[src/common/admf_pkg.sv]
// Constants, types and decoding shared by the result data modifier.
package admf_pkg;

  // Data path widths
  localparam int CONV_W = 12;
  localparam int RES_W = 16;
  localparam int FILT_W = 14;
  localparam int CTRL_W = 4;
  localparam int SEL_W = 2;
  localparam int IDX_W = 4;

  // Data modification mode codes
  localparam logic [1:0] SEL_REDUCE = 2'h0;
  localparam logic [1:0] SEL_FILTER = 2'h1;
  localparam logic [1:0] SEL_DIFF = 2'h2;

  // Result register numbers with special abilities
  localparam logic [3:0] IDX_BASE = 4'h0;
  localparam logic [3:0] IDX_FILT_LO = 4'h7;
  localparam logic [3:0] IDX_FILT_HI = 4'hF;

  // Control field codes
  localparam logic [3:0] CTRL_NO_REDUCE = 4'h0;
  localparam logic [3:0] CODE_IIR_A = 4'hE;
  localparam logic [3:0] CODE_IIR_B = 4'hF;

  // IIR forms as shifts: y = y - (y >> decay) + (x << gain), DC gain 4
  localparam logic [1:0] IIR_A_DECAY = 2'h1;
  localparam logic [1:0] IIR_A_GAIN = 2'h1;
  localparam logic [1:0] IIR_B_DECAY = 2'h2;
  localparam logic [1:0] IIR_B_GAIN = 2'h0;

  // Reset values
  localparam logic [15:0] RESULT_RST = 16'h0000;
  localparam logic [3:0] CNT_RST = 4'h0;
  localparam logic [1:0] SEL_RST = 2'h0;
  localparam logic [3:0] CTRL_RST = 4'h0;
  localparam logic [13:0] HIST_RST = 14'h0000;

  typedef enum {MODE_REDUCE, MODE_FILTER, MODE_DIFF, MODE_PLAIN} admf_mode_t;

  // New conversion result from the converter core
  typedef struct packed {
    logic valid;
    logic [CONV_W-1:0] data;
  } admf_conv_t;

  // Result control register content
  typedef struct packed {
    logic [SEL_W-1:0] sel;
    logic [CTRL_W-1:0] ctrl;
  } admf_ctrl_t;

  // FIR coefficient triple
  typedef struct packed {
    logic [1:0] a;
    logic [1:0] b;
    logic [1:0] c;
  } admf_coef_t;

  // FIR coefficients per control code; IIR codes return zero
  function automatic admf_coef_t admf_fir_coef(input logic [3:0] code);
    admf_coef_t k;
    k = '0;
    case (code)
      4'h0: k = '{2'h2, 2'h1, 2'h0};
      4'h1: k = '{2'h1, 2'h2, 2'h0};
      4'h2: k = '{2'h2, 2'h0, 2'h1};
      4'h3: k = '{2'h1, 2'h1, 2'h1};
      4'h4: k = '{2'h1, 2'h0, 2'h2};
      4'h5: k = '{2'h3, 2'h1, 2'h0};
      4'h6: k = '{2'h2, 2'h2, 2'h0};
      4'h7: k = '{2'h1, 2'h3, 2'h0};
      4'h8: k = '{2'h3, 2'h0, 2'h1};
      4'h9: k = '{2'h2, 2'h1, 2'h1};
      4'hA: k = '{2'h1, 2'h2, 2'h1};
      4'hB: k = '{2'h2, 2'h0, 2'h2};
      4'hC: k = '{2'h1, 2'h1, 2'h2};
      4'hD: k = '{2'h1, 2'h0, 2'h3};
      default: k = '0;
    endcase
    return k;
  endfunction

  // Effective mode: a mode the register cannot offer falls back to plain
  function automatic admf_mode_t admf_decode(input logic [1:0] sel,
                                            input logic [3:0] idx);
    admf_mode_t m;
    m = MODE_PLAIN;
    case (sel)
      SEL_REDUCE: m = MODE_REDUCE;
      SEL_FILTER: m = (idx == IDX_FILT_LO || idx == IDX_FILT_HI) ?
                      MODE_FILTER : MODE_PLAIN;
      SEL_DIFF: m = (idx != IDX_BASE) ? MODE_DIFF : MODE_PLAIN;
      default: m = MODE_PLAIN;
    endcase
    return m;
  endfunction

endpackage

[src/admf_filter.sv]
// FIR and IIR filter core with its own sample history.
`timescale 1ns/1ps
module admf_filter (
  input wire logic clk_sys,
  input wire logic rst_n,
  input wire logic clear,
  input wire logic shift,
  input wire logic [3:0] code,
  input wire logic [11:0] sample,
  output logic [13:0] filt_out
);

  logic [11:0] hist1_q;
  logic [11:0] hist1_d;
  logic [11:0] hist2_q;
  logic [11:0] hist2_d;
  logic [13:0] iir_q;
  logic [13:0] iir_d;
  admf_pkg::admf_coef_t coef;
  logic [15:0] fir_sum;
  logic [15:0] iir_sum;
  logic [1:0] decay;
  logic [1:0] gain;
  logic is_iir;

  // Filter arithmetic; 16-bit sums, results fit 14 bits at DC gain <= 4
  always_comb
  begin
    coef = admf_pkg::admf_fir_coef(code);
    is_iir = (code == admf_pkg::CODE_IIR_A) || (code == admf_pkg::CODE_IIR_B);
    decay = (code == admf_pkg::CODE_IIR_A) ? admf_pkg::IIR_A_DECAY
                                            : admf_pkg::IIR_B_DECAY;
    gain = (code == admf_pkg::CODE_IIR_A) ? admf_pkg::IIR_A_GAIN
                                           : admf_pkg::IIR_B_GAIN;
    // Newest times a, previous times b, oldest times c
    fir_sum = 16'({14'h0000, coef.a} * {4'h0, sample})
            + 16'({14'h0000, coef.b} * {4'h0, hist1_q})
            + 16'({14'h0000, coef.c} * {4'h0, hist2_q});
    // Leaky integrator, steady state 4 times the input
    iir_sum = {2'h0, iir_q} - 16'({2'h0, iir_q} >> decay)
            + 16'({4'h0, sample} << gain);
    filt_out = is_iir ? iir_sum[13:0] : fir_sum[13:0];
    hist1_d = hist1_q;
    hist2_d = hist2_q;
    iir_d = iir_q;
    // History restarts from zero; early outputs are settling
    if (clear)
    begin
      hist1_d = 12'h000;
      hist2_d = 12'h000;
      iir_d = admf_pkg::HIST_RST;
    end
    else if (shift)
    begin
      hist1_d = sample;
      hist2_d = hist1_q;
      iir_d = iir_sum[13:0];
    end
  end

  // History registers
  always_ff @(posedge clk_sys or negedge rst_n)
  begin
    if (!rst_n)
    begin
      hist1_q <= 12'h000;
      hist2_q <= 12'h000;
      iir_q <= admf_pkg::HIST_RST;
    end
    else
    begin
      hist1_q <= hist1_d;
      hist2_q <= hist2_d;
      iir_q <= iir_d;
    end
  end

endmodule

[src/admf_result_slot.sv]
// One result register with reduction, filtering and difference modes.
`timescale 1ns/1ps
module admf_result_slot (
  input wire logic clk_sys,
  input wire logic rst_n,
  input admf_pkg::admf_conv_t conv_in,
  input admf_pkg::admf_ctrl_t ctrl_in,
  input wire logic ctrl_write,
  input wire logic [3:0] reg_index,
  input wire logic [15:0] base_result,
  input wire logic read_strobe,
  output logic [15:0] result_reg,
  output logic result_valid_flag,
  output logic [3:0] reduction_counter,
  output logic result_event
);

  logic [1:0] sel_q;
  logic [1:0] sel_d;
  logic [3:0] ctrl_q;
  logic [3:0] ctrl_d;
  logic [15:0] result_q;
  logic [15:0] result_d;
  logic [3:0] cnt_q;
  logic [3:0] cnt_d;
  logic vf_q;
  logic vf_d;
  logic event_q;
  logic event_d;
  logic hist_clear;
  logic vf_set;
  logic [13:0] filt_val;
  logic [15:0] sample_ext;
  logic cfg_change;
  // Per-mode candidates, computed before the mode picks one
  logic [15:0] red_val;
  logic [3:0] red_cnt;
  logic [15:0] diff_val;
  admf_pkg::admf_mode_t mode;

  // Availability of a mode depends on the register number
  assign mode = admf_pkg::admf_decode(sel_q, reg_index);
  // Converter delivers unsigned 12-bit data, zero extended
  assign sample_ext = {4'h0, conv_in.data};

  admf_filter u_filter (
    .clk_sys(clk_sys),
    .rst_n(rst_n),
    .clear(hist_clear),
    .shift(conv_in.valid && !ctrl_write && mode == admf_pkg::MODE_FILTER),
    .code(ctrl_q),
    .sample(conv_in.data),
    .filt_out(filt_val)
  );

  // Control group: a write with new fields clears result, counter and filter history; the valid flag keeps its value
  always_comb
  begin
    sel_d = sel_q;
    ctrl_d = ctrl_q;
    cfg_change = 1'b0;
    if (ctrl_write)
    begin
      sel_d = ctrl_in.sel;
      ctrl_d = ctrl_in.ctrl;
      // Rewriting the same values leaves a running sequence alone
      cfg_change = (ctrl_in.sel != sel_q) || (ctrl_in.ctrl != ctrl_q);
    end
  end

  // Control registers
  always_ff @(posedge clk_sys or negedge rst_n)
  begin
    if (!rst_n)
    begin
      sel_q <= admf_pkg::SEL_RST;
      ctrl_q <= admf_pkg::CTRL_RST;
    end
    else
    begin
      sel_q <= sel_d;
      ctrl_q <= ctrl_d;
    end
  end

  // Candidate values per mode, picked by the result group below
  always_comb
  begin
    // Counter 0 opens a sequence; 0 again after n+1 results
    if (cnt_q == admf_pkg::CNT_RST)
    begin
      red_val = sample_ext;
      red_cnt = ctrl_q;
    end
    else
    begin
      red_val = result_q + sample_ext; // Plain sum, no divide
      red_cnt = cnt_q - 4'h1;
    end
    // Wraps modulo 2^16; negative differences read as two's complement
    diff_val = sample_ext - base_result;
  end

  // Result group: accumulator, counter and the filter history clear
  always_comb
  begin
    result_d = result_q;
    cnt_d = cnt_q;
    vf_set = 1'b0;
    hist_clear = 1'b0;
    // A control write wins over a result arriving in the same cycle
    if (ctrl_write)
    begin
      if (cfg_change)
      begin
        result_d = admf_pkg::RESULT_RST;
        cnt_d = admf_pkg::CNT_RST;
        hist_clear = 1'b1;
      end
    end
    // One conversion updates the register according to the mode
    else if (conv_in.valid)
    begin
      case (mode)
        admf_pkg::MODE_REDUCE:
        begin
          result_d = red_val;
          cnt_d = red_cnt;
          // Event only when the whole sequence is
          vf_set = (red_cnt == admf_pkg::CNT_RST);
        end
        admf_pkg::MODE_FILTER:
        begin
          // History was cleared on entry, so early values still settle
          result_d = {2'h0, filt_val};
          vf_set = 1'b1;
        end
        admf_pkg::MODE_DIFF:
        begin
          result_d = diff_val;
          vf_set = 1'b1;
        end
        default:
        begin
          // Mode not offered here: the result is stored as it came
          result_d = sample_ext;
          vf_set = 1'b1;
        end
      endcase
    end
  end

  // Result registers
  always_ff @(posedge clk_sys or negedge rst_n)
  begin
    if (!rst_n)
    begin
      result_q <= admf_pkg::RESULT_RST;
      cnt_q <= admf_pkg::CNT_RST;
    end
    else
    begin
      result_q <= result_d;
      cnt_q <= cnt_d;
    end
  end

  // Flag group: set wins over clear; a read in a new sequence is late
  always_comb
  begin
    event_d = vf_set;
    // Only a read at counter 0 clears, so a late reader keeps the flag
    if (vf_set)
      vf_d = 1'b1;
    else if (read_strobe && cnt_q == admf_pkg::CNT_RST)
      vf_d = 1'b0;
    else
      vf_d = vf_q;
  end

  // Flag and event registers
  always_ff @(posedge clk_sys or negedge rst_n)
  begin
    if (!rst_n)
    begin
      vf_q <= 1'b0;
      event_q <= 1'b0;
    end
    else
    begin
      vf_q <= vf_d;
      event_q <= event_d;
    end
  end

  // Reader must see flag 1 and counter 0 together
  assign result_reg = result_q;
  assign result_valid_flag = vf_q;
  assign reduction_counter = cnt_q;
  assign result_event = event_q;

endmodule

[config.mk]
export PLATFORM = sky130hd
export DESIGN_NAME = admf_result_slot
export DESIGN_NICKNAME = d
export VERILOG_FILES = /design/src/common/admf_pkg.sv /design/src/admf_filter.sv /design/src/admf_result_slot.sv
export SDC_FILE = /design/constraint.sdc
export NUM_CORES = 1
export LEC_CHECK = 0
export BUFFER_PORTS_ARGS = -buffer_cell sky130_fd_sc_hd__buf_2
export CORE_ASPECT_RATIO = 1.25
export CORE_MARGIN = 5
export CORE_UTILIZATION = 45
export DETAILED_ROUTE_END_ITERATION = 8
export PLACE_DENSITY_LB_ADDON = 0.3
export SETUP_SLACK_MARGIN = 0.2
export SLEW_MARGIN = 5
export SYNTH_ARGS = -nofsm -noshare
export SYNTH_HDL_FRONTEND = slang
export SYNTH_SLANG_ARGS = --single-unit
export TNS_END_PERCENT = 20
[constraint.sdc]
create_clock -name clk_sys -period 7.4 [get_ports clk_sys]
set_input_delay 1.48 -clock clk_sys [delete_from_list [all_inputs] [get_ports clk_sys]]
set_output_delay 1.48 -clock clk_sys [all_outputs]
set_load 0.02 [all_outputs]
==> results.cfg, run 1 <==
[status]
status = completed

[power]
ir_worst_vdd_v = 0.000107
p_leak_nw = 4.37
switching_power_uw = 718
pwr-share-comb_pct = 46.1
pwr-share-clk_pct = 28.3
switching_share_pct = 42.0
power.density_nw_per_um2 = 190
p_seq_share_pct = 25.7
internal_power_uw = 990

[logic_synthesis]
synthTopCellsByCount = inv_1, nand2_1, o21ai_0, dfrtp_1, fa_1
synth_edf_count = 0
synthMostInstantiatedCell = inv_1
yosysTopAreaCellShare_pct = 20.3
synth_cells = 1012
yosys.area.top_type = dfrtp_1
synthArstFlopShare_pct = 100
yosys_warnings = 0
synthFlopType = dfrtp_1
syn_area_per_cell_um2 = 8.05
ys_seq_area_share_pct = 20.3
synth.area.top_cells = dfrtp_1, fa_1, ha_1
synth_cell_types = 68
ys_ff_latch = 66
syn-num-nets = 1175
syn-cell-area_um2 = 8150

[timing]
slew_viol_final = 0
timing.final.crit_period_ps = 6000
fin_crit_sh_pct = 81.0
slew_headroom_pct = 14.7
max_freq_ghz = 0.167
fin_setup_tns_ps = 0
fin_ws_ps = 1400
worst_pin_slew_ps = 1270
setup_violations = 0
fin_skew_ps = 10.8
rsz0062_at_grt = no
finalHoldViolCount = 0

[routing]
avgRoutedWirePerCell_um = 17.3
drtPass1Iterations = 5
wirelength_mm = 22.3
drt_iter0_drc = 393
vias = 7252
route.antenna.remaining_nets = 0
drc = 0
post_drt_via_cell_ratio = 5.62

[final_layout]
fin_area_um2 = 8990
largest_reg_flops = 16
final_util_pct = 50.1
antenna_cells = 0
num-nets-final = 1221
drive_above_1_share_pct = 10.6
finalNonFillerCells = 1291
areaGrowthSynthToFinish_pct = 10.4

[clocking]
cts.clk_slew.worst_paths_ps = 70
post_cts_buffers = 0
tritoncts = yes
cts_root_buf = clkbuf_16
cts_sinks = 66
cts_buffers = 9
clk_latency_ps = 340
postCtsResizedCells = 0
cts_hold_buffers = 0
cts_buffer_depth = 2
cts_max_level = 3

[grt]
antenna_found_initial = 0
grtUsageTotal_pct = 22.2
grt_start_max_net_pins = 67
grt_pass1_wl_mm = 37.2
grt_overflow = 0
grt_pass1_vias = 7374

[setup_path]
crit_arrival_ps = 6180
crit_family = compound AO/OA/AOI/OAI gates
start_kind = register
cp_cell_sequence = inv_1 > ha_1 > nand2_1 > o21ai_0 > and2_1 > fa_1 > fa_1 > inv_1 > fa_1 > inv_1 > ha_1 > a211oi_1 > o21ai_0 > a31oi_1 > xor2_1 > nor3_1 > a221oi_1 > o21ai_0
path_buf_inv = 3
path_class = register to register
cp_slowest_stage_delay_ps = 990
cp_max_fo = 12
critPathCaptureType = register
slowest_stage = o21ai_0
crit_required_ps = 7590

[place]
placed_area_um2 = 8670
portBuffers = 64
gp_congestion = 0.897
place_hpwl_mm = 17.5
post-place-cells = 1275
dp_slack_ps = 1490

[floorplanning]
start_util_pct = 45.4
coreArea_um2 = 18000
die_h_um = 160
num_rows = 55
die_w_um = 130
die_area_um2 = 20900
ios = 65

[job]
maxCapViolations = 0

[hold_path]
min_path_type = register to register
## layout by cell type, fill, tap and decap left out, types with 9 or more instances in the layout
master,synthesis,final
inv_1,126,126
nor3_1,14,14
clkbuf_16,0,9
fa_1,61,61
o21ai_0,76,75
xnor2_1,28,28
nand3_1,49,49
mux2i_1,14,14
nor2_1,51,50
nand2_1,123,123
a21oi_1,56,56
dfrtp_1,66,66
a211oi_1,14,14
xor2_1,18,18
nor2b_1,30,30
a21o_1,16,16
and2_1,47,47
buf_2,9,64
ha_1,59,59
## path summary, 6_finish.rpt
| check | start | end | slack (ps) | cells past startpoint |
|---|---|---|---|---|
| min in group asynchronous | rst_n | result_valid_flag | 1340 | 2 |
| max in group asynchronous | rst_n | u_filter.hist2_q[7] | 5470 | 2 |
| max | ctrl_q[1] | result_reg[9] | 1400 | 18 |
| min | result_valid_flag | result_valid_flag | 480 | 1 |
| min reg2reg | result_valid_flag | result_valid_flag | 480 | 1 |
| max reg2reg | ctrl_q[1] | result_reg[9] | 1400 | 18 |
## metrics by stage
| step | hold slack (ps) | power [mW] |
|---|---|---|
| 2_1_floorplan | 466 | 1.01 |
| 6_report | 478 | 1.71 |
| 3_3_place_gp | 457 | 1.21 |
| 4_1_cts | 481 | 1.71 |
| 5_1_grt | 522 | 1.83 |
| 3_5_place_dp | 466 | 1.22 |
## metal layers
metal	vias to the layer above	part of all wire [%]	global-route usage [%]
met1	3515	43	28.9
met3	40	3.2	1.80
met5	-	0	0
met4	0	3.1	7.67
li1	3530	-	-
met2	167	51	38.4
## power groups by stage
stage                     logic, mW  clock network (mW)  registers [mW]
after floorplan               0.551                   0           0.454
after global placement        0.768                   0           0.444
after detailed placement      0.775                   0           0.445
after CTS                     0.783               0.487           0.438
after global routing          0.881               0.503           0.445
final                         0.787               0.483           0.438
## cells by family after synthesis
family	share of synthesized area, %
adders and majority gates	24.0
AOI/OAI and AO/OA	19.3
xor gates and xnor gates	4.94
buffers and inverters	7.75
muxes	2.82
and+or+nand+nor	20.8
DFF	20.3
## cell type report
cell class / count / area (um2)
tap: 228 / 285
timing repair buffer: 72 / 380
clock inverter: 7 / 101
clock buffer: 9 / 225
fill: 1806 / 8970
inverter: 126 / 473
multi-input combinational: 783 / 5880
sequential: 66 / 1650
No activity file was read; power rests on OpenSTA's default activity.
==> run 2, diff against run 1 <==
- ABC_AREA: default -> 1
- clock period: 7.4 -> 5.7 ns (I/O delays scaled with it)
==> run 2 against run 1 <==
Effect of this change:
- synthesized cell count rose by 29%
- hold slack better by 0.75 ps
- synthesized area increased by 6.3%
- highest routed layer unchanged
==> results.cfg, run 2 <==
[place]
gp_congestion = 0.984
place_hpwl_mm = 20.0
portBuffers = 64
placed_area_um2 = 9150

[logic_synthesis]
synth_compound_gate_area_share_pct = 13.0
synthSimpleGateAreaFrac_pct = 29.7
synth_edf_count = 0
ys_seq_area_share_pct = 19.1
synth.area.top_cells = dfrtp_1, fa_1, nand2_1
yosys.area.top_type = dfrtp_1
yosysTopAreaCellShare_pct = 19.1
synth_mux_area_share_pct = 0
synthFlopType = dfrtp_1
syn-num-nets = 1467
ys_ff_latch = 66
synth_cells = 1304
synthArstFlopShare_pct = 100
synth_xor_xnor_area_share_pct = 1.82
synth_cell_types = 40
syn_area_per_cell_um2 = 6.65
synth_top_family_by_area = simple AND/OR/NAND/NOR gates
yosys_warnings = 0
syn-cell-area_um2 = 8670
synthMostInstantiatedCell = nand2_1
synthAdderAreaFrac_pct = 22.6
synthTopCellsByCount = nand2_1, inv_1, nor2_1, nand3_1, o21ai_0

[routing]
vias = 8435
wirelength_mm = 24.6
avgRoutedWirePerCell_um = 15.5
drt_iter0_drc = 576
drc = 0
drtPass1Iterations = 6
route.antenna.remaining_nets = 0
post_drt_via_cell_ratio = 5.31

[clocking]
cts_sinks = 66
cts_hold_buffers = 0
clk_latency_ps = 340
postCtsResizedCells = 0
tritoncts = yes
cts_root_buf = clkbuf_16
cts_buffer_depth = 2
cts.clk_slew.worst_paths_ps = 70
post_cts_buffers = 0
cts_max_level = 3
cts_buffers = 9

[floorplanning]
start_util_pct = 46.0
coreArea_um2 = 18800
die_w_um = 134
num_rows = 56
ios = 65
die_area_um2 = 22100
die_h_um = 165

[timing]
setup_violations = 0
finalHoldViolCount = 0
fin_crit_sh_pct = 88.8
max_freq_ghz = 0.197
slew_viol_final = 0
fin_setup_tns_ps = 0
fin_skew_ps = 9.28
slew_headroom_pct = 34.0
worst_pin_slew_ps = 987
rsz0062_at_grt = no
timing.final.crit_period_ps = 5060

[grt]
grt_pass1_vias = 8432
grt_pass1_wl_mm = 40.9
antenna_found_initial = 0
grtUsageTotal_pct = 23.0
grt_start_max_net_pins = 67
grt_overflow = 0

[setup_path]
cp_max_fo = 10
path_class = register to register
cp_slowest_stage_delay_ps = 530
regToRegSetupSlack_ps = 640
crit_arrival_ps = 5300
cpMostUsedCell = nand2_1
critPathCaptureType = register
slowest_stage = fa_1
start_kind = register
crit_required_ps = 5930

[final_layout]
multi_input_comb_area_um2 = 5820
fin_area_um2 = 9450
most-common-layout-cells = nand2_1, inv_1, nor2_1, nand3_1, o21ai_0
drive_above_1_share_pct = 9.22
regArea_um2 = 1650
areaGrowthSynthToFinish_pct = 9.04
fillers = 1926
largest_reg_flops = 16
final_common_cell = nand2_1
antenna_cells = 0
num-nets-final = 1514

[hold_path]
min_path_type = register to register

[status]
status = completed

[power]
ir_worst_vdd_v = 0.000236
power.density_nw_per_um2 = 280
p_leak_nw = 5.14
total_power_mw = 2.65

[job]
maxCapViolations = 0
==> run 2: cells by family after synthesis <==
group	after synthesis
fa+ha+maj	120
buf+inv	307
xor+xnor	18
simple gates	616
compound gates	177
flops	66
==> run 2: area by class of cell <==
| class | instances | share of cell area (%) |
|---|---|---|
| clock buffer | 9 | 2.38 |
| inverter | 274 | 10.9 |
| sequential | 66 | 17.5 |
| timing repair buffer | 69 | 3.79 |
| clock inverter | 7 | 0.808 |
| multi-input combinational | 931 | 61.6 |
| tap | 232 | 3.07 |
==> run 2: worst max-delay path, delay by kind of cell (launching register included) <==
family / cells / cell delay (ps)
AO/OA/AOI/OAI: 2 / 600
buffers and inverters: 4 / 440
adder cells (fa/ha/maj): 5 / 2170
flip-flops: 1 / 480
AND/OR/NAND/NOR: 14 / 1270
==> run 2: metal layers <==
layer / track usage, % / routed length (um) / vias up / part of all wire, %
li1: - / - / 4166 / -
met1: 27.9 / 10200 / 3931 / 41
met2: 40.0 / 11700 / 266 / 48
met3: 3.30 / 1380 / 72 / 5.6
met4: 11.9 / 1310 / 0 / 5.3
met5: 0 / 0 / - / 0
==> run 2: metrics by stage <==
stage,utilization [%],worst slack [ps],instances,hold WS (ps)
2_1_floorplan,-,1280,1304,496
3_3_place_gp,48.5,783,1572,466
3_5_place_dp,48.5,787,1572,459
4_1_cts,50.1,604,1588,481
5_1_grt,50.1,279,1588,515
6_report,50.1,636,1588,479
==> run 2: path summary, 6_finish.rpt <==
check	cells past startpoint	from	to
setup reg to reg	25	ctrl_q[1]	result_reg[13]
setup / recovery	25	ctrl_q[1]	result_reg[13]
min in group asynchronous	2	rst_n	reduction_counter[3]
max in group asynchronous	2	rst_n	u_filter.iir_q[7]
hold / removal	2	result_valid_flag	result_valid_flag
hold reg to reg	2	result_valid_flag	result_valid_flag
==> run 2: power breakdown <==
part | leakage [nW] | internal (mW) | total (mW) | switching, mW
Clock | 0.142 | 0.342 | 0.584 | 0.242
Sequential | 0.890 | 0.520 | 0.564 | 0.0433
Combinational | 4.10 | 0.496 | 1.50 | 1.00
Total | 5.14 | 1.36 | 2.65 | 1.29
